## config.mk

```make
export PLATFORM = sky130hd
export DESIGN_NAME = smc_top
export DESIGN_NICKNAME = d
export VERILOG_FILES = /design/src/pkg/smc_pkg.sv /design/src/logic/smc_lock_det.sv /design/src/logic/smc_top.sv /design/src/logic/smc_tx_seq.sv
export SDC_FILE = /design/constraint.sdc
export NUM_CORES = 1
export LEC_CHECK = 0
export BUFFER_PORTS_ARGS = -buffer_cell sky130_fd_sc_hd__buf_2
export CORE_AREA = 3 3 145 147
export CTS_BUF_LIST = sky130_fd_sc_hd__clkbuf_8
export DETAILED_ROUTE_END_ITERATION = 10
export DIE_AREA = 0 0 148 150
export HOLD_SLACK_MARGIN = 0.02
export PLACE_DENSITY = 0.58
export REMOVE_ABC_BUFFERS = 1
export SETUP_SLACK_MARGIN = 0.02
export SLEW_MARGIN = 20
export SYNTH_ARGS = -nofsm -noshare
export SYNTH_HDL_FRONTEND = slang
export SYNTH_SLANG_ARGS = --single-unit
```

## constraint.sdc

```tcl
create_clock -name aclk -period 2.7 [get_ports aclk]
set_clock_uncertainty 0.2 [all_clocks]
set_input_delay 0.81 -clock aclk [delete_from_list [all_inputs] [get_ports aclk]]
set_output_delay 0.81 -clock aclk [all_outputs]
set_load 0.02 [all_outputs]
```

## src/pkg/smc_pkg.sv

```systemverilog
// package: constants and types for the serdes mode control block
package smc_pkg;

  // ---------------------------------------------------------------
  // register map, byte addresses
  // ---------------------------------------------------------------
  localparam logic [7:0] ADDR_CTRL = 8'h00;
  localparam logic [7:0] ADDR_STATUS = 8'h04;
  localparam logic [7:0] ADDR_RXWORD = 8'h08;
  localparam logic [7:0] CTRL_RESET = 8'h00;
  localparam logic [1:0] RESP_OKAY = 2'h0;
  localparam logic [1:0] RESP_SLVERR = 2'h2;

  // ---------------------------------------------------------------
  // control and status field positions
  // ---------------------------------------------------------------
  localparam int CT_TX_PDN = 0;
  localparam int CT_DRV_EN = 1;
  localparam int CT_SYNC_A = 2;
  localparam int CT_SYNC_B = 3;
  localparam int CT_TX_EDGE = 4;
  localparam int CT_RX_PDN = 5;
  localparam int CT_RX_OE = 6;
  localparam int CT_RX_EDGE = 7;
  localparam int ST_LOCKED = 0;
  localparam int ST_INIT = 1;
  localparam int ST_SYNC = 2;
  localparam int ST_FAILSAFE = 3;
  localparam int ST_RX_SLEEP = 4;
  localparam int ST_TX_ON = 5;

  // ---------------------------------------------------------------
  // link framing and timing counts
  // ---------------------------------------------------------------
  localparam int DATA_W = 10;
  localparam logic START_BIT = 1'b1;
  localparam logic STOP_BIT = 1'b0;
  localparam logic [11:0] SYNC_SYMBOL = 12'h03F;
  localparam logic [3:0] FRAME_LAST = 4'hB;
  localparam logic [10:0] INIT_CYCLES = 11'd1026;
  localparam logic [10:0] SYNC_PATTERNS = 11'd1026;
  localparam logic [2:0] SYNC_QUAL = 3'd6;
  localparam logic [2:0] LOCK_RUN = 3'd4;

  typedef enum logic [1:0] {
    TX_SLEEP = 2'b00,
    TX_INIT = 2'b01,
    TX_RUN = 2'b10,
    TX_SYNC = 2'b11
  } smc_tx_state_t;

  typedef enum logic {
    LK_HUNT = 1'b0,
    LK_LOCKED = 1'b1
  } smc_lock_state_t;

endpackage

```

## src/logic/smc_lock_det.sv

```systemverilog
// lock detector: four boundaries to lock, four misses to drop it
`timescale 1ns/10ps
`default_nettype none
module smc_lock_det
  import smc_pkg::*;
(
  // clock and reset
  input wire logic aclk,
  input wire logic aresetn,
  // one tick per reference cycle, boundary seen in that cycle
  input wire logic clear,
  input wire logic tick,
  input wire logic found,
  // lock state
  output logic locked
);
  smc_lock_state_t state_ff, nxt_state;
  logic [2:0] run_ff, nxt_run;

  wire run_done = run_ff == LOCK_RUN - 3'd1;
  // a good cycle while hunting, or a miss while locked, extends the run
  wire counts = (state_ff == LK_HUNT) ? found : !found;

  always_comb begin
    nxt_state = state_ff;
    nxt_run = run_ff;
    if (tick) begin
      nxt_run = counts ? run_ff + 3'd1 : 3'd0;
      if (counts && run_done) begin
        nxt_run = 3'd0;
        unique case (state_ff)
          LK_HUNT: nxt_state = LK_LOCKED;
          LK_LOCKED: nxt_state = LK_HUNT;
        endcase
      end
    end
    if (clear) begin
      nxt_state = LK_HUNT;
      nxt_run = 3'd0;
    end
  end

  always_ff @(posedge aclk) begin
    if (!aresetn) begin
      state_ff <= LK_HUNT;
      run_ff <= 3'd0;
    end else begin
      state_ff <= nxt_state;
      run_ff <= nxt_run;
    end
  end

  assign locked = state_ff == LK_LOCKED;

  lock_gain_a: assert property (@(posedge aclk) disable iff (!aresetn)
    !locked && tick && found && run_ff == 3'd3 && !clear |=> locked)
    else $error("lock not declared after four boundaries");
  lock_hold_a: assert property (@(posedge aclk) disable iff (!aresetn)
    locked && !clear && !(tick && !found && run_ff == 3'd3) |=> locked)
    else $error("lock dropped before four missed boundaries");
endmodule
`default_nettype wire

```

## src/logic/smc_top.sv

```systemverilog
// top level: serdes mode control with axi4-lite register access
`timescale 1ns/10ps
`default_nettype none
// Notes on behaviour
// - deserializer sleeps only when its power-down and output enable are low.
// - serializer sleeps whenever its power-down is low.
// - in power down every output floats; the loop stops only in sleep.
// - after power-down rises, serializer initializes for 1026 transmit clocks.
// - leaving power down, lock indicator stays high until lock.
// - driver enable low floats the serial pair; high enables it.
// - driver enable high resumes the previous serializer state.
// - receive enable low floats data and clock; lock stays driven.
// - unlocked: lock indicator high, data and clock float.
// - recovered clock runs only while locked; edge follows select.
// - undriven serial input forces the line and lock indicator high.
// - sync requests are ORed; six cycles high sends 1026 patterns.
// - request still held after the burst keeps sync going.
// - parallel input latched on falling edge, or rising when selected.
// - parallel output strobed on falling edge, or rising when selected.
// - lock indicator goes low once the loop has locked.
// - each word is framed by start bit one and stop bit zero.
// - each 12-bit symbol is shifted out on the serial line.
// - lock after four equal boundaries, lost after four misses.
// - data is sent only when enabled, powered and no sync requested.
module smc_top
  import smc_pkg::*;
(
  // clock and reset
  input wire logic aclk,
  input wire logic aresetn,
  // axi4-lite write address, data and response
  input wire logic [7:0] awaddr,
  input wire logic awvalid,
  output logic awready,
  input wire logic [31:0] wdata,
  input wire logic [3:0] wstrb,
  input wire logic wvalid,
  output logic wready,
  output logic [1:0] bresp,
  output logic bvalid,
  input wire logic bready,
  // axi4-lite read address and data
  input wire logic [7:0] araddr,
  input wire logic arvalid,
  output logic arready,
  output logic [31:0] rdata,
  output logic [1:0] rresp,
  output logic rvalid,
  input wire logic rready,
  // serializer pins
  input wire logic transmit_clock,
  input wire logic [DATA_W-1:0] parallel_in,
  output logic serial_out_p,
  output logic serial_out_n,
  output logic serial_out_oe,
  // deserializer pins
  input wire logic serial_in_p,
  input wire logic serial_in_n,
  input wire logic local_reference_clock,
  output logic [DATA_W-1:0] parallel_out,
  output logic parallel_out_oe,
  output logic recovered_clock,
  output logic recovered_clock_oe,
  output logic lock_n,
  output logic lock_n_oe
);

  // ---------------------------------------------------------------
  // pin synchronisers
  // ---------------------------------------------------------------
  localparam int PIN_W = DATA_W + 4;
  logic [PIN_W-1:0] pin_meta_ff, pin_sync_ff;
  wire [PIN_W-1:0] pins = {local_reference_clock, serial_in_n,
                           serial_in_p, parallel_in, transmit_clock};

  always_ff @(posedge aclk) begin
    if (!aresetn) begin
      pin_meta_ff <= '0;
      pin_sync_ff <= '0;
    end else begin
      pin_meta_ff <= pins;
      pin_sync_ff <= pin_meta_ff;
    end
  end

  wire transmit_clock_s = pin_sync_ff[0];
  wire [DATA_W-1:0] par_s = pin_sync_ff[DATA_W:1];
  wire sin_p_s = pin_sync_ff[DATA_W+1];
  wire sin_n_s = pin_sync_ff[DATA_W+2];
  wire ref_s = pin_sync_ff[DATA_W+3];

  // ---------------------------------------------------------------
  // control register fields
  // ---------------------------------------------------------------
  logic [7:0] ctrl_ff;
  wire tx_pdn = ctrl_ff[CT_TX_PDN];
  wire drv_en = ctrl_ff[CT_DRV_EN];
  wire sync_a = ctrl_ff[CT_SYNC_A];
  wire sync_b = ctrl_ff[CT_SYNC_B];
  wire tx_edge = ctrl_ff[CT_TX_EDGE];
  wire rx_pdn = ctrl_ff[CT_RX_PDN];
  wire rx_oe = ctrl_ff[CT_RX_OE];
  wire rx_edge = ctrl_ff[CT_RX_EDGE];

  // ---------------------------------------------------------------
  // serializer
  // ---------------------------------------------------------------
  logic transmit_clock_d_ff;
  logic [11:0] tx_sh_ff;
  logic tx_p_ff, tx_n_ff, tx_oe_ff;
  logic init_busy, sync_active;
  wire transmit_clock_rise = transmit_clock_s & ~transmit_clock_d_ff;
  wire transmit_clock_fall = ~transmit_clock_s & transmit_clock_d_ff;
  wire tx_strobe = tx_edge ? transmit_clock_rise : transmit_clock_fall;
  wire sync_any = sync_a | sync_b;
  wire send_data = drv_en & tx_pdn & ~sync_any & ~sync_active
                   & ~init_busy;
  wire [11:0] data_sym = {STOP_BIT, par_s, START_BIT};
  wire [11:0] nxt_sym = send_data ? data_sym : SYNC_SYMBOL;
  smc_tx_seq u_tx_seq (
    .aclk(aclk),
    .aresetn(aresetn),
    .tick(transmit_clock_rise),
    .power_down_n(tx_pdn),
    .sync_req(sync_any),
    .init_busy(init_busy),
    .sync_active(sync_active)
  );
  // line idles at the stop level; a transmit_clock above aclk/12 cuts symbols short
  always_ff @(posedge aclk) begin
    if (!aresetn) begin
      transmit_clock_d_ff <= 1'b0;
      tx_sh_ff <= 12'h000;
      tx_p_ff <= 1'b0;
      tx_n_ff <= 1'b1;
      tx_oe_ff <= 1'b0;
    end else begin
      transmit_clock_d_ff <= transmit_clock_s;
      if (tx_strobe && tx_pdn) tx_sh_ff <= nxt_sym;
      else tx_sh_ff <= {1'b0, tx_sh_ff[11:1]};
      tx_p_ff <= tx_sh_ff[0];
      tx_n_ff <= ~tx_sh_ff[0];
      // sequencer runs on while the pair floats, so it resumes in place
      tx_oe_ff <= drv_en & tx_pdn & ~init_busy;
    end
  end

  assign serial_out_p = tx_p_ff;
  assign serial_out_n = tx_n_ff;
  assign serial_out_oe = tx_oe_ff;

  // ---------------------------------------------------------------
  // deserializer framing
  // ---------------------------------------------------------------
  logic bit_d_ff, ref_d_ff, found_ff;
  logic [3:0] rx_cnt_ff;
  logic [10:0] rx_bits_ff;
  logic [DATA_W-1:0] rx_word_ff;
  logic locked;
  wire rx_sleep = ~rx_pdn & ~rx_oe;
  // an undriven pair reads equal on both legs
  wire failsafe = sin_p_s == sin_n_s;
  wire rx_bit = failsafe | sin_p_s;
  wire start_seen = rx_bit & ~bit_d_ff & (rx_cnt_ff == 4'h0);
  wire frame_end = rx_cnt_ff == FRAME_LAST;
  wire frame_ok = frame_end & (rx_bit == STOP_BIT);
  wire ref_tick = ref_s & ~ref_d_ff;
  wire ref_fall = ~ref_s & ref_d_ff;
  always_ff @(posedge aclk) begin
    if (!aresetn) begin
      bit_d_ff <= 1'b1;
      ref_d_ff <= 1'b0;
      rx_cnt_ff <= 4'h0;
      rx_bits_ff <= 11'h000;
      rx_word_ff <= '0;
      found_ff <= 1'b0;
    end else begin
      bit_d_ff <= rx_bit;
      ref_d_ff <= ref_s;
      if (rx_sleep) rx_cnt_ff <= 4'h0;
      else if (start_seen) rx_cnt_ff <= 4'h1;
      else if (frame_end) rx_cnt_ff <= 4'h0;
      else if (rx_cnt_ff != 4'h0) rx_cnt_ff <= rx_cnt_ff + 4'h1;
      if (rx_cnt_ff != 4'h0) rx_bits_ff <= {rx_bit, rx_bits_ff[10:1]};
      if (frame_ok) rx_word_ff <= rx_bits_ff[10:1];
      // a boundary in the same cycle as the tick is kept
      found_ff <= frame_ok | (found_ff & ~ref_tick);
    end
  end

  smc_lock_det u_lock_det (
    .aclk(aclk),
    .aresetn(aresetn),
    .clear(rx_sleep | failsafe),
    .tick(ref_tick),
    .found(found_ff | frame_ok),
    .locked(locked)
  );
  // ---------------------------------------------------------------
  // deserializer outputs
  // ---------------------------------------------------------------
  logic [DATA_W-1:0] par_out_ff;
  logic par_oe_ff, rclk_ff, rclk_oe_ff, lock_n_ff, lock_oe_ff;
  // new data appears on the edge opposite the strobe edge
  wire par_update = rx_edge ? ref_fall : ref_tick;
  wire rx_live = locked & ~failsafe & rx_pdn;
  always_ff @(posedge aclk) begin
    if (!aresetn) begin
      par_out_ff <= '0;
      par_oe_ff <= 1'b0;
      rclk_ff <= 1'b0;
      rclk_oe_ff <= 1'b0;
      lock_n_ff <= 1'b1;
      lock_oe_ff <= 1'b0;
    end else begin
      if (par_update) par_out_ff <= rx_word_ff;
      par_oe_ff <= rx_live & rx_oe;
      rclk_ff <= rx_live & ref_s;
      rclk_oe_ff <= rx_live & rx_oe;
      lock_n_ff <= ~rx_live;
      lock_oe_ff <= rx_pdn;
    end
  end

  assign parallel_out = par_out_ff;
  assign parallel_out_oe = par_oe_ff;
  assign recovered_clock = rclk_ff;
  assign recovered_clock_oe = rclk_oe_ff;
  assign lock_n = lock_n_ff;
  assign lock_n_oe = lock_oe_ff;

  // ---------------------------------------------------------------
  // axi4-lite write channel
  // ---------------------------------------------------------------
  logic awready_ff, wready_ff, bvalid_ff;
  logic [1:0] bresp_ff;
  logic [7:0] aw_addr_ff, w_data_ff;
  logic w_strb_ff;

  wire aw_take = awvalid & awready_ff;
  wire w_take = wvalid & wready_ff;
  wire wr_go = ~awready_ff & ~wready_ff & ~bvalid_ff;
  wire b_done = bvalid_ff & bready;
  wire wr_hit = aw_addr_ff == ADDR_CTRL;
  always_ff @(posedge aclk) begin
    if (!aresetn) begin
      awready_ff <= 1'b1;
      wready_ff <= 1'b1;
      bvalid_ff <= 1'b0;
      bresp_ff <= RESP_OKAY;
      aw_addr_ff <= 8'h00;
      w_data_ff <= 8'h00;
      w_strb_ff <= 1'b0;
      ctrl_ff <= CTRL_RESET;
    end else begin
      if (aw_take) begin
        awready_ff <= 1'b0;
        aw_addr_ff <= awaddr;
      end
      if (w_take) begin
        wready_ff <= 1'b0;
        w_data_ff <= wdata[7:0];
        w_strb_ff <= wstrb[0];
      end
      if (wr_go) begin
        bvalid_ff <= 1'b1;
        bresp_ff <= wr_hit ? RESP_OKAY : RESP_SLVERR;
        if (wr_hit && w_strb_ff) ctrl_ff <= w_data_ff;
      end
      if (b_done) begin
        bvalid_ff <= 1'b0;
        awready_ff <= 1'b1;
        wready_ff <= 1'b1;
      end
    end
  end

  assign awready = awready_ff;
  assign wready = wready_ff;
  assign bvalid = bvalid_ff;
  assign bresp = bresp_ff;

  // ---------------------------------------------------------------
  // axi4-lite read channel
  // ---------------------------------------------------------------
  logic arready_ff, rvalid_ff;
  logic [1:0] rresp_ff;
  logic [31:0] rdata_ff;
  logic [31:0] status_word;
  always_comb begin
    status_word = 32'h0000_0000;
    status_word[ST_LOCKED] = locked;
    status_word[ST_INIT] = init_busy;
    status_word[ST_SYNC] = sync_active;
    status_word[ST_FAILSAFE] = failsafe;
    status_word[ST_RX_SLEEP] = rx_sleep;
    status_word[ST_TX_ON] = send_data;
  end

  wire ar_take = arvalid & arready_ff;
  wire rd_ctrl = araddr == ADDR_CTRL;
  wire rd_stat = araddr == ADDR_STATUS;
  wire rd_word = araddr == ADDR_RXWORD;
  wire rd_hit = rd_ctrl | rd_stat | rd_word;
  wire [31:0] rd_mux = rd_ctrl ? {24'h00_0000, ctrl_ff} :
                       rd_stat ? status_word :
                       rd_word ? {22'h0, rx_word_ff} : 32'h0000_0000;

  always_ff @(posedge aclk) begin
    if (!aresetn) begin
      arready_ff <= 1'b1;
      rvalid_ff <= 1'b0;
      rresp_ff <= RESP_OKAY;
      rdata_ff <= 32'h0000_0000;
    end else if (ar_take) begin
      arready_ff <= 1'b0;
      rvalid_ff <= 1'b1;
      rdata_ff <= rd_mux;
      rresp_ff <= rd_hit ? RESP_OKAY : RESP_SLVERR;
    end else if (rvalid_ff && rready) begin
      rvalid_ff <= 1'b0;
      arready_ff <= 1'b1;
    end
  end

  assign arready = arready_ff;
  assign rvalid = rvalid_ff;
  assign rdata = rdata_ff;
  assign rresp = rresp_ff;

  // ---------------------------------------------------------------
  // checks
  // ---------------------------------------------------------------
  rx_sleep_a: assert property (@(posedge aclk) disable iff (!aresetn)
    rx_sleep |=> !lock_n_oe && !parallel_out_oe && !locked)
    else $error("deserializer sleep left outputs driven");
  tx_sleep_a: assert property (@(posedge aclk) disable iff (!aresetn)
    !tx_pdn |=> !serial_out_oe ##1 !serial_out_oe)
    else $error("serializer drives while powered down");
  rx_pd_hiz_a: assert property (@(posedge aclk) disable iff (!aresetn)
    !rx_pdn |=> !lock_n_oe && !recovered_clock_oe)
    else $error("deserializer outputs driven in power down");
  drv_off_a: assert property (@(posedge aclk) disable iff (!aresetn)
    !drv_en |=> !serial_out_oe)
    else $error("serial pair driven with driver disabled");
  rx_hiz_mode_a: assert property (@(posedge aclk) disable iff (!aresetn)
    rx_pdn && !rx_oe |=> lock_n_oe && !parallel_out_oe && !recovered_clock_oe)
    else $error("receive high impedance mode wrong");
  unlock_hiz_a: assert property (@(posedge aclk) disable iff (!aresetn)
    !locked |=> lock_n && !parallel_out_oe && !recovered_clock)
    else $error("unlocked deserializer drives data or clock");
  fail_safe_a: assert property (@(posedge aclk) disable iff (!aresetn)
    failsafe |=> lock_n ##1 !locked)
    else $error("undriven input did not force lock high");
  lock_low_a: assert property (@(posedge aclk) disable iff (!aresetn)
    locked && !failsafe && rx_pdn |=> !lock_n)
    else $error("lock indicator not low while locked");
  frame_load_a: assert property (@(posedge aclk) disable iff (!aresetn)
    tx_strobe && tx_pdn && send_data
    |=> tx_sh_ff == {STOP_BIT, $past(par_s), START_BIT})
    else $error("data symbol framed wrongly");
  sync_pat_a: assert property (@(posedge aclk) disable iff (!aresetn)
    tx_strobe && tx_pdn && sync_any |=> tx_sh_ff == SYNC_SYMBOL)
    else $error("data sent while sync requested");
endmodule
`default_nettype wire

```

## src/logic/smc_tx_seq.sv

```systemverilog
// serializer sequencer: initialization and sync pattern bursts
`timescale 1ns/10ps
`default_nettype none
module smc_tx_seq
  import smc_pkg::*;
(
  // clock and reset
  input wire logic aclk,
  input wire logic aresetn,
  // one pulse per transmit clock cycle, and controls
  input wire logic tick,
  input wire logic power_down_n,
  input wire logic sync_req,
  // sequencer state
  output logic init_busy,
  output logic sync_active
);
  smc_tx_state_t state_ff, nxt_state;
  logic [10:0] cnt_ff, nxt_cnt;
  logic [2:0] req_cnt_ff;

  wire qual = sync_req & (req_cnt_ff == SYNC_QUAL);
  wire init_last = cnt_ff == INIT_CYCLES - 11'd1;
  wire sync_last = cnt_ff == SYNC_PATTERNS - 11'd1;

  always_comb begin
    nxt_state = state_ff;
    nxt_cnt = cnt_ff;
    unique case (state_ff)
      TX_SLEEP: begin
        nxt_state = TX_INIT;
        nxt_cnt = 11'd0;
      end
      TX_INIT: if (tick) begin
        nxt_cnt = cnt_ff + 11'd1;
        if (init_last) begin
          nxt_state = TX_RUN;
        end
      end
      TX_RUN: if (qual) begin
        nxt_state = TX_SYNC;
        nxt_cnt = 11'd0;
      end
      TX_SYNC: if (tick) begin
        nxt_cnt = cnt_ff + 11'd1;
        if (sync_last) begin
          // a request still held restarts a full burst
          nxt_state = qual ? TX_SYNC : TX_RUN;
          nxt_cnt = 11'd0;
        end
      end
    endcase
    if (!power_down_n) begin
      nxt_state = TX_SLEEP;
      nxt_cnt = 11'd0;
    end
  end

  always_ff @(posedge aclk) begin
    if (!aresetn) begin
      state_ff <= TX_SLEEP;
      cnt_ff <= 11'd0;
      req_cnt_ff <= 3'd0;
    end else begin
      state_ff <= nxt_state;
      cnt_ff <= nxt_cnt;
      if (!sync_req) req_cnt_ff <= 3'd0;
      else if (tick && req_cnt_ff != SYNC_QUAL)
        req_cnt_ff <= req_cnt_ff + 3'd1;
    end
  end

  // a just-woken serializer counts as initializing, so the pair stays off
  assign init_busy = state_ff == TX_INIT
                     || (state_ff == TX_SLEEP && power_down_n);
  assign sync_active = state_ff == TX_SYNC;

  init_done_a: assert property (@(posedge aclk) disable iff (!aresetn)
    state_ff == TX_INIT && tick && cnt_ff == 11'd1025 && power_down_n
    |=> state_ff == TX_RUN && !init_busy)
    else $error("init did not end after 1026 cycles");
  sync_start_a: assert property (@(posedge aclk) disable iff (!aresetn)
    state_ff == TX_RUN && sync_req && req_cnt_ff == 3'd6 && power_down_n
    |=> sync_active)
    else $error("qualified sync request did not start a burst");
endmodule
`default_nettype wire

```

==> flow_summary_export.csv, run 1 <==
group,metric,value,unit
routing,wl_per_cell,13.05,microns
timing,finalHoldViolations,0,
floorplan,die_x,148,microns
floorplan,std_cell_rows,52,
floorplan,die-height,150,microns
layout,drive_gt1_share,17.96,%
synthesis,ys_seq_area_share,49.52,%
min_path,min_to,"serial_out_n",
worst_setup_path,crit_path_max_fanout,12,
synthesis,synth.avg_cell_area,9.324,sq um
synthesis,synthFlopType,"dfxtp_1",
cts,cts_hold_buf,0,
worst_setup_path,crit_type,"flip-flop to output pin",
cts,clock-sinks,146,
floorplan,core,20040,sq um
floorplan,dieArea,22200,sq um
synthesis,ys_warn_count,0,
status,status,"finished, final reports clean",
layout,nFillCells,2139,
routing,first_pass_iters,4,
synthesis,synth_top_area_share,49.52,%
pwr,vdd_drop_max,0.3361,mV
worst_setup_path,worst_path_max_delay_cell,"dfxtp_1",
grt,grt_pass1_wl,21250,microns
worst_setup_path,crit_path_end_kind,"output pin",
grt,grt_overflow_total,0,
routing,first_iter_violations,134,
synthesis,synthTopCellsByArea,"dfxtp_1 50%, a21boi_0 6.5%, nand2_1 5.5%, and2_1 3.6%, mux2i_1 3.6%",
pwr,finalPower,0.004143,W
cts,cts.htree.levels,4,
synthesis,synthArstFlopShare,0,%
worst_setup_path,max_stage_delay,0.57,ns
synthesis,synth_xor_area_share,0.7420,%
min_path,min_path_type,"flip-flop to flip-flop",
timing,setup_tns,0,ns
routing,drc_errors,0,
grt,grt_pass1_vias,4086,
floorplan,io_pins,132,
synthesis,synth.ff_latch_count,146,
grt,grt_max_degree,39,
cts,cts_setup_buffers,0,
floorplan,start_util,29.45,%
worst_setup_path,cp_data_required_time,1.69,ns
placed_design,port_buffers,80,
layout,instances_no_fill,994,
timing,finalCriticalPeriod,2.249,ns
placed_design,dp_cells,962,
layout,diodes,0,
synthesis,synth_simple_gate_area_share,22.34,%
min_path,min_path_cells,1,
routing,ant_nets,0,
cts,cts_tree,"yes",
timing,rsz0062_at_grt,"no",
worst_setup_path,reg2reg_depth,6,
timing,max_freq,0.4446,GHz
grt,grt_antenna_before_repair,2,
layout,finalNetCount,793,
worst_setup_path,regToRegSetupSlack,0.61,ns
synthesis,syn_inst,633,
synthesis,synth_top_family_by_area,"simple AND/OR/NAND/NOR gates",
timing,drv_slew,0,
grt,grt_use_total,12.03,%
layout,syn_to_final_growth,16.85,%
timing,max_slew.worst_pin.slew,0.6658,ns
worst_setup_path,startpoint,"awready",
synthesis,synth.area.mux_share,3.943,%
routing,via_per_inst,4.432,
placed_design,dp_hpwl,9401,microns
worst_setup_path,rr_startpoint,"u_tx_seq.req_cnt_ff[0]",
cts,cts_root_buf,"clkbuf_8",
synthesis,synthesis.area,5902,sq um
synthesis,yosysMostFrequentCell,"dfxtp_1",
synthesis,netlist_top_cells_count,"146 x dfxtp_1, 87 x nand2_1, 51 x a21boi_0",
cts,cts_resized,0,
synthesis,synthAdderAreaFrac,1.908,%
cts,cts.path.max_buffers,2,
run,drv_cap,0,
pwr,leakage,2.822,nW
pwr,power_density,600.7,nW/um^2
routing,drt-total-wl,12980,microns
timing,fin_crit_sh,83.31,%
timing,setup_viol_count_final,0,
cts,cts_inserted_buffers,17,
cts,path_clk_slew,0.08,ns
worst_setup_path,crit_arrival,1.24,ns
synthesis,synth_edf_count,0,
synthesis,synth-compound-area-share,15.22,%
worst_setup_path,rr_endpoint,"u_tx_seq.cnt_ff[3]",
worst_setup_path,path_delay_family,"flip-flops",
cts,clk_latency,0.44,ns
worst_setup_path,cp_cell_sequence,"buf_2",
min_path,worst_hold_startpoint,"tx_sh_ff[0]",
synthesis,synth.largest_area_cell,"dfxtp_1",
placed_design,gp_congestion,0.7989,
worst_setup_path,startpoint_type,"flip-flop",
timing,relSlewSlack,55.62,%
worst_setup_path,critPathBufInv,1,
routing,vias,4405,
synthesis,synth_cell_types,57,
cells in the final DEF (no fill, tap or decap), drive strengths merged, types with 5 or more instances in the layout:
cell type / count
o31ai: 6
a21boi: 51
o211a: 8
or4: 7
nor2b: 23
dfxtp: 146
or3: 7
ha: 9
o21ai: 11
nor2: 20
buf: 90
mux2i: 21
nand4: 7
nand3b: 5
nand2: 87
nor3: 5
a21oi: 20
and2: 34
nand2b: 7
clkbuf: 19
inv: 19
nand3: 34
conb: 24
clkinv: 8
power breakdown:
part	internal [W]	switching, W	leakage (nW)
logic	0.0000850	0.000139	1.43
clock network	0.000868	0.000833	0.202
registers	0.00220	0.0000220	1.19
total	0.00315	0.000994	2.82
registers in the layout, summed over array words and instances, names as in the netlist, 2 cells and up:
register / count
pin_meta_ff: 14
pin_sync_ff: 14
tx_sh_ff: 11
u_tx_seq.cnt_ff: 11
parallel_out: 10
rdata: 10
rx_bits_ff: 10
rx_word_ff: 10
aw_addr_ff: 8
ctrl_ff: 8
w_data_ff: 8
rx_cnt_ff: 4
u_lock_det.run_ff: 3
u_tx_seq.req_cnt_ff: 3
u_tx_seq.state_ff: 2
worst max-delay path by stage:
stage                               to  slack, ns  depth (start not counted)
finish                         awready       0.45                          1
global route        u_tx_seq.cnt_ff[0]       0.36                          6
CTS                            awready       0.41                          1
detailed placement            rdata[8]       0.29                          6
global placement              rdata[8]       0.30                          6
floorplan                     rdata[8]       0.48                          4
area by class of cell:
class	count	area [sq um]	share of cell area, %
Sequential cell	146	2923	42.38
Inverter	18	67.56	0.9797
Multi-Input combinational cell	438	2696	39.10
Timing Repair Buffer	90	475.5	6.894
Clock buffer	19	261.5	3.792
Clock inverter	13	135.1	1.959
Tap cell	270	337.8	4.898
through the flow:
stage | utilization, % | setup slack (ns) | hold slack (ns) | instance area [sq um]
after floorplan | - | 0.4782 | 0.1699 | 5687
after global placement | 32.44 | 0.3035 | 0.1847 | 6500
after detailed placement | 32.44 | 0.2894 | 0.1832 | 6500
after CTS | 34.42 | 0.4144 | 0.2014 | 6897
after global routing | 34.42 | 0.3587 | 0.2185 | 6897
final | 34.42 | 0.4506 | 0.2002 | 6897
layer usage:
metal	part of all wire, %	track usage [%]	vias to the layer above
met5	0.16	0	-
met3	4.0	3.574	14
met1	48	15.96	2040
li1	-	-	2287
met2	47	18.77	60
met4	1.4	4.018	4
logic make-up (layout without fill, tap and decap cells):
| family | Yosys count | after routing |
|---|---|---|
| xor+xnor | 5 | 5 |
| compound gates | 123 | 123 |
| flops | 146 | 146 |
| fa+ha+maj | 9 | 9 |
| other cells | 1 | 24 |
| simple gates | 254 | 254 |
| mux | 23 | 23 |
| buf+inv | 72 | 140 |
(Power assumes the default switching activity.)
==> run 2: changes to the inputs <==
- ABC_AREA: default -> 1
- PLACE_DENSITY: 0.58 -> 0.6
- clock period: 2.7 -> 2 ns (I/O delays scaled with it)
==> flow_summary_export.csv, run 2 <==
group,metric,value,unit
grt,grt_use_total,12.21,%
pwr,clockPowerShare,43.0,%
floorplan,dieArea,22200,sq um
routing,drc_errors,0,
synthesis,ys_warn_count,0,
routing,via_per_inst,4.213,
status,status,"finished, final reports clean",
pwr,power_frac_seq,50.2,%
cts,cts_inserted_buffers,17,
grt,grt_antenna_before_repair,0,
synthesis,synth_xor_area_share,0.1473,%
layout,finalNetCount,969,
synthesis,synth_simple_gate_area_share,24.60,%
synthesis,ys_seq_area_share,49.16,%
cts,cts.path.max_buffers,2,
cts,path_clk_slew,0.08,ns
timing,fin_crit_sh,90.85,%
pwr,power_density,856.0,nW/um^2
placed_design,port_buffers,80,
worst_setup_path,max_stage_delay,0.39,ns
cts,cts_tree,"yes",
layout,instances_no_fill,1170,
routing,drt-total-wl,13380,microns
cts,cts_resized,0,
synthesis,synth_top_family_by_area,"simple AND/OR/NAND/NOR gates",
grt,grt_overflow_total,0,
worst_setup_path,cp_data_required_time,1.20,ns
routing,first_iter_violations,297,
synthesis,synthFlopType,"dfxtp_1",
routing,vias,4929,
synthesis,synthesis.area,5946,sq um
synthesis,netlist_top_cells_count,"147 x nand2_1, 146 x dfxtp_1, 124 x nor2_1",
cts,cts_root_buf,"clkbuf_8",
grt,grt_pass1_wl,21770,microns
synthesis,yosysMostFrequentCell,"nand2_1",
synthesis,synth.area.mux_share,0,%
layout,drive_gt1_share,17.11,%
synthesis,synth-compound-area-share,11.99,%
cts,clk_latency,0.44,ns
floorplan,std_cell_rows,52,
cts,cts_setup_buffers,0,
synthesis,synth.largest_area_cell,"dfxtp_1",
cts,cts.htree.levels,4,
layout,final_cell_mix,"147 x nand2_1, 146 x dfxtp_1, 124 x nor2_1",
synthesis,synth_edf_count,0,
pwr,leakage,3.155,nW
cts,cts_hold_buf,0,
synthesis,synthArstFlopShare,0,%
min_path,min_path_type,"primary input to flip-flop",
synthesis,syn_inst,798,
grt,grt_pass1_vias,4463,
worst_setup_path,crit_type,"flip-flop to output pin",
timing,rsz0062_at_grt,"no",
layout,diodes,0,
timing,max_freq,0.5504,GHz
timing,drv_slew,0,
worst_setup_path,startpoint_type,"flip-flop",
synthesis,synthAdderAreaFrac,1.894,%
floorplan,io_pins,132,
routing,ant_nets,0,
floorplan,die-height,150,microns
worst_setup_path,cp_cell_sequence,"buf_2",
timing,finalCriticalPeriod,1.817,ns
pwr,p_sw_share,24.06,%
routing,first_pass_iters,4,
placed_design,gp_congestion,0.8017,
timing,setup_tns,0,ns
layout,reg_top3,"pin_meta_ff x14, pin_sync_ff x14",
worst_setup_path,crit_path_max_fanout,4,
layout,syn_to_final_growth,18.88,%
synthesis,synth_cell_types,37,
routing,wl_per_cell,11.44,microns
run,drv_cap,0,
pwr,intPower,0.004594,W
worst_setup_path,path_delay_family,"flip-flops",
pwr,switchingPower,0.001455,W
timing,setup_viol_count_final,0,
floorplan,core,20040,sq um
pwr,comb_power_share,6.8,%
cts,clock-sinks,146,
synthesis,synthTopCellsByArea,"dfxtp_1 49%, nand2_1 9.3%, nor2_1 7.8%, inv_1 6.3%, a21oi_1 5.7%",
synthesis,synth_top_area_share,49.16,%
worst_setup_path,crit_arrival,1.02,ns
worst_setup_path,critPathBufInv,1,
pwr,vdd_drop_max,0.4678,mV
floorplan,start_util,29.67,%
synthesis,synth.avg_cell_area,7.451,sq um
worst_setup_path,worst_path_max_delay_cell,"dfxtp_1",
worst_setup_path,crit_path_end_kind,"output pin",
layout,layout_commonest_cell,"nand2_1",
placed_design,dp_cells,1138,
grt,grt_max_degree,39,
timing,finalHoldViolations,0,
placed_design,dp_hpwl,9745,microns
floorplan,die_x,148,microns
synthesis,synth.ff_latch_count,146,
## run 2: cell count changes after synthesis, sizes merged, moves of 48 or more
cell,before,now
a21boi,51,0
o21ai,11,67
inv,18,109
a21oi,20,68
nand2,87,152
nor2,20,131
## run 2: power groups by stage
stage                     clock network [W]  registers [W]  logic [W]
after floorplan                           0        0.00313   0.000204
after global placement                    0        0.00311   0.000410
after detailed placement                  0        0.00311   0.000414
after CTS                           0.00269        0.00304   0.000416
after global routing                0.00282        0.00305   0.000465
final                               0.00260        0.00304   0.000409
## run 2: final timing paths
| path | to | start | cells past startpoint | slack [ns] |
|---|---|---|---|---|
| worst max-delay path | awready | awready | 1 | 0.18 |
| worst min register to register | pin_sync_ff[9] | pin_meta_ff[9] | 2 | 0.20 |
| worst max register to register | rx_cnt_ff[1] | rx_cnt_ff[0] | 7 | 0.30 |
| worst min-delay path | pin_meta_ff[6] | parallel_in[5] | 3 | 0.14 |
## run 2: cell type report
class	instances	area, sq um
flip-flops and latches	146	2923
repair buffers	98	548.0
clock buffers	20	275.3
inverters	110	417.9
clock inverters	12	178.9
well taps	270	337.8
fillers	2156	12970
multi-input cells	514	2387
## run 2: per-stage QoR
step	hold slack, ns	setup WS (ns)	utilization (%)	cell area [sq um]	total power [W]
after floorplan	0.1699	0.2278	-	5728	0.003339
after global placement	0.1959	0.05422	33.00	6614	0.003517
after detailed placement	0.1972	0.02812	33.00	6614	0.003521
after CTS	0.1048	0.1401	35.27	7068	0.006142
after global routing	0.1134	0.1052	35.27	7068	0.006338
final	0.1370	0.1831	35.27	7068	0.006050
## run 2: per-layer routing
metal | track usage, % | vias up | part of all wire [%] | routed length, microns
met2 | 19.53 | 68 | 47 | 6273
met4 | 4.342 | 0 | 1.7 | 233
li1 | - | 2638 | - | -
met1 | 15.86 | 2204 | 48 | 6478
met5 | 0 | - | 0 | 0
met3 | 3.392 | 19 | 3.0 | 398
## run 2: kinds of logic after synthesis
| logic type | after synthesis |
|---|---|
| fa+ha+maj | 9 |
| xor+xnor | 1 |
| flops | 146 |
| other cells | 1 |
| buf+inv | 161 |
| compound gates | 140 |
| simple gates | 340 |
==> run 3: changes to the inputs <==
- CORE_AREA: 3 3 145 147 -> 3 3 104 206
- DIE_AREA: 0 0 148 150 -> 0 0 107 209
- PLACE_DENSITY: 0.6 -> 0.59
==> flow_summary_export.csv, run 3 (synthesized netlist as in run 2, its figures left out) <==
group,metric,value,unit
grt,grt_antenna_before_repair,0,
timing,setup_viol_count_final,0,
layout,reg_top3,"pin_meta_ff x14, pin_sync_ff x14",
worst_setup_path,critPathBufInv,1,
pwr,leakage,3.126,nW
placed_design,gp_congestion,0.8094,
pwr,finalPower,0.005864,W
worst_setup_path,crit_path_end_kind,"output pin",
routing,first_iter_violations,200,
grt,grt_pass1_wl,22180,microns
run,drv_cap,0,
layout,finalNetCount,968,
routing,first_pass_iters,5,
worst_setup_path,path_delay_family,"flip-flops",
cts,cts_inserted_buffers,17,
timing,fin_ws,0.1337,ns
worst_setup_path,crit_path_max_fanout,4,
cts,cts_resized,0,
cts,cts_setup_buffers,0,
placed_design,dp_hpwl,10110,microns
min_path,min_path_type,"primary input to flip-flop",
worst_setup_path,cp_data_required_time,1.20,ns
floorplan,std_cell_rows,73,
status,status,"finished, final reports clean",
routing,via_per_inst,4.271,
placed_design,placed_cell_area,6596,sq um
layout,finalInstanceArea,7009,sq um
floorplan,die_x,107,microns
worst_setup_path,crit_arrival,1.07,ns
worst_setup_path,max_stage_delay,0.42,ns
layout,syn_to_final_growth,17.89,%
pwr,vdd_drop_max,0.3311,mV
timing,finalCriticalPeriod,1.866,ns
min_path,worst_hold_startpoint,"parallel_in[0]",
worst_setup_path,startpoint_type,"flip-flop",
cts,clock-sinks,146,
cts,cts.path.max_buffers,2,
worst_setup_path,crit_type,"flip-flop to output pin",
worst_setup_path,worst_path_max_delay_cell,"dfxtp_1",
cts,path_clk_slew,0.08,ns
grt,grt_pass1_vias,4665,
grt,grt_use_total,12.43,%
routing,ant_nets,0,
cts,cts_hold_buf,0,
routing,vias,4954,
layout,drive_gt1_share,17.04,%
placed_design,port_buffers,80,
timing,drv_slew,0,
timing,max_freq,0.5358,GHz
pwr,power_density,836.6,nW/um^2
timing,setup_tns,0,ns
placed_design,preCtsSetupSlack,0.07135,ns
layout,final_cell_mix,"147 x nand2_1, 146 x dfxtp_1, 124 x nor2_1",
floorplan,start_util,29.72,%
layout,layout_commonest_cell,"nand2_1",
layout,diodes,0,
grt,grt_max_degree,45,
worst_setup_path,cp_cell_sequence,"buf_2",
timing,fin_crit_sh,93.32,%
worst_setup_path,startpoint,"wready",
cts,cts_tree,"yes",
routing,wl_per_cell,11.57,microns
cts,cts_root_buf,"clkbuf_8",
routing,drt-total-wl,13420,microns
worst_setup_path,rr_startpoint,"u_tx_seq.cnt_ff[0]",
floorplan,dieArea,22360,sq um
timing,rsz0062_at_grt,"no",
grt,grt_overflow_total,0,
cts,clk_latency,0.45,ns
timing,finalHoldViolations,0,
floorplan,die-height,209,microns
cts,cts.htree.levels,4,
floorplan,core,20000,sq um
floorplan,io_pins,132,
layout,nFillCells,2115,
routing,drc_errors,0,
run 3: layout make-up:
| class | count | area (sq um) | share of cell area, % |
|---|---|---|---|
| clock inverters | 14 | 178.9 | 2.553 |
| flip-flops and latches | 146 | 2923 | 41.70 |
| well taps | 262 | 327.8 | 4.677 |
| inverters | 110 | 417.9 | 5.962 |
| multi-input cells | 514 | 2387 | 34.06 |
| clock buffers | 17 | 234.0 | 3.338 |
| repair buffers | 97 | 540.5 | 7.712 |
run 3: worst paths after layout:
path / end / slack, ns / depth (start not counted)
hold reg to reg: serial_out_n / 0.21 / 1
hold / removal: pin_meta_ff[1] / 0.13 / 3
setup / recovery: wready / 0.13 / 1
setup reg to reg: u_tx_seq.cnt_ff[10] / 0.24 / 9
run 3: report_power, final:
part | internal [W] | switching, W | leakage, nW
Combinational | 0.000136 | 0.000271 | 1.73
Sequential | 0.00299 | 0.0000432 | 1.19
Clock | 0.00125 | 0.00117 | 0.205
run 3: stage by stage:
stage	utilization, %	hold WS (ns)	cells
3_5_place_dp	32.98	0.1895	1129
5_1_grt	35.04	0.1091	1160
6_report	35.04	0.1350	1160
4_1_cts	35.04	0.1031	1160
2_1_floorplan	-	0.1699	770
3_3_place_gp	32.98	0.1863	1129
run 3: layer usage:
metal / GRT usage, % / vias up / wire length (microns)
li1: - / 2640 / -
met1: 12.88 / 2189 / 5383
met4: 6.093 / 0 / 323
met2: 22.92 / 110 / 7116
met3: 2.937 / 15 / 593
met5: 0 / - / 0
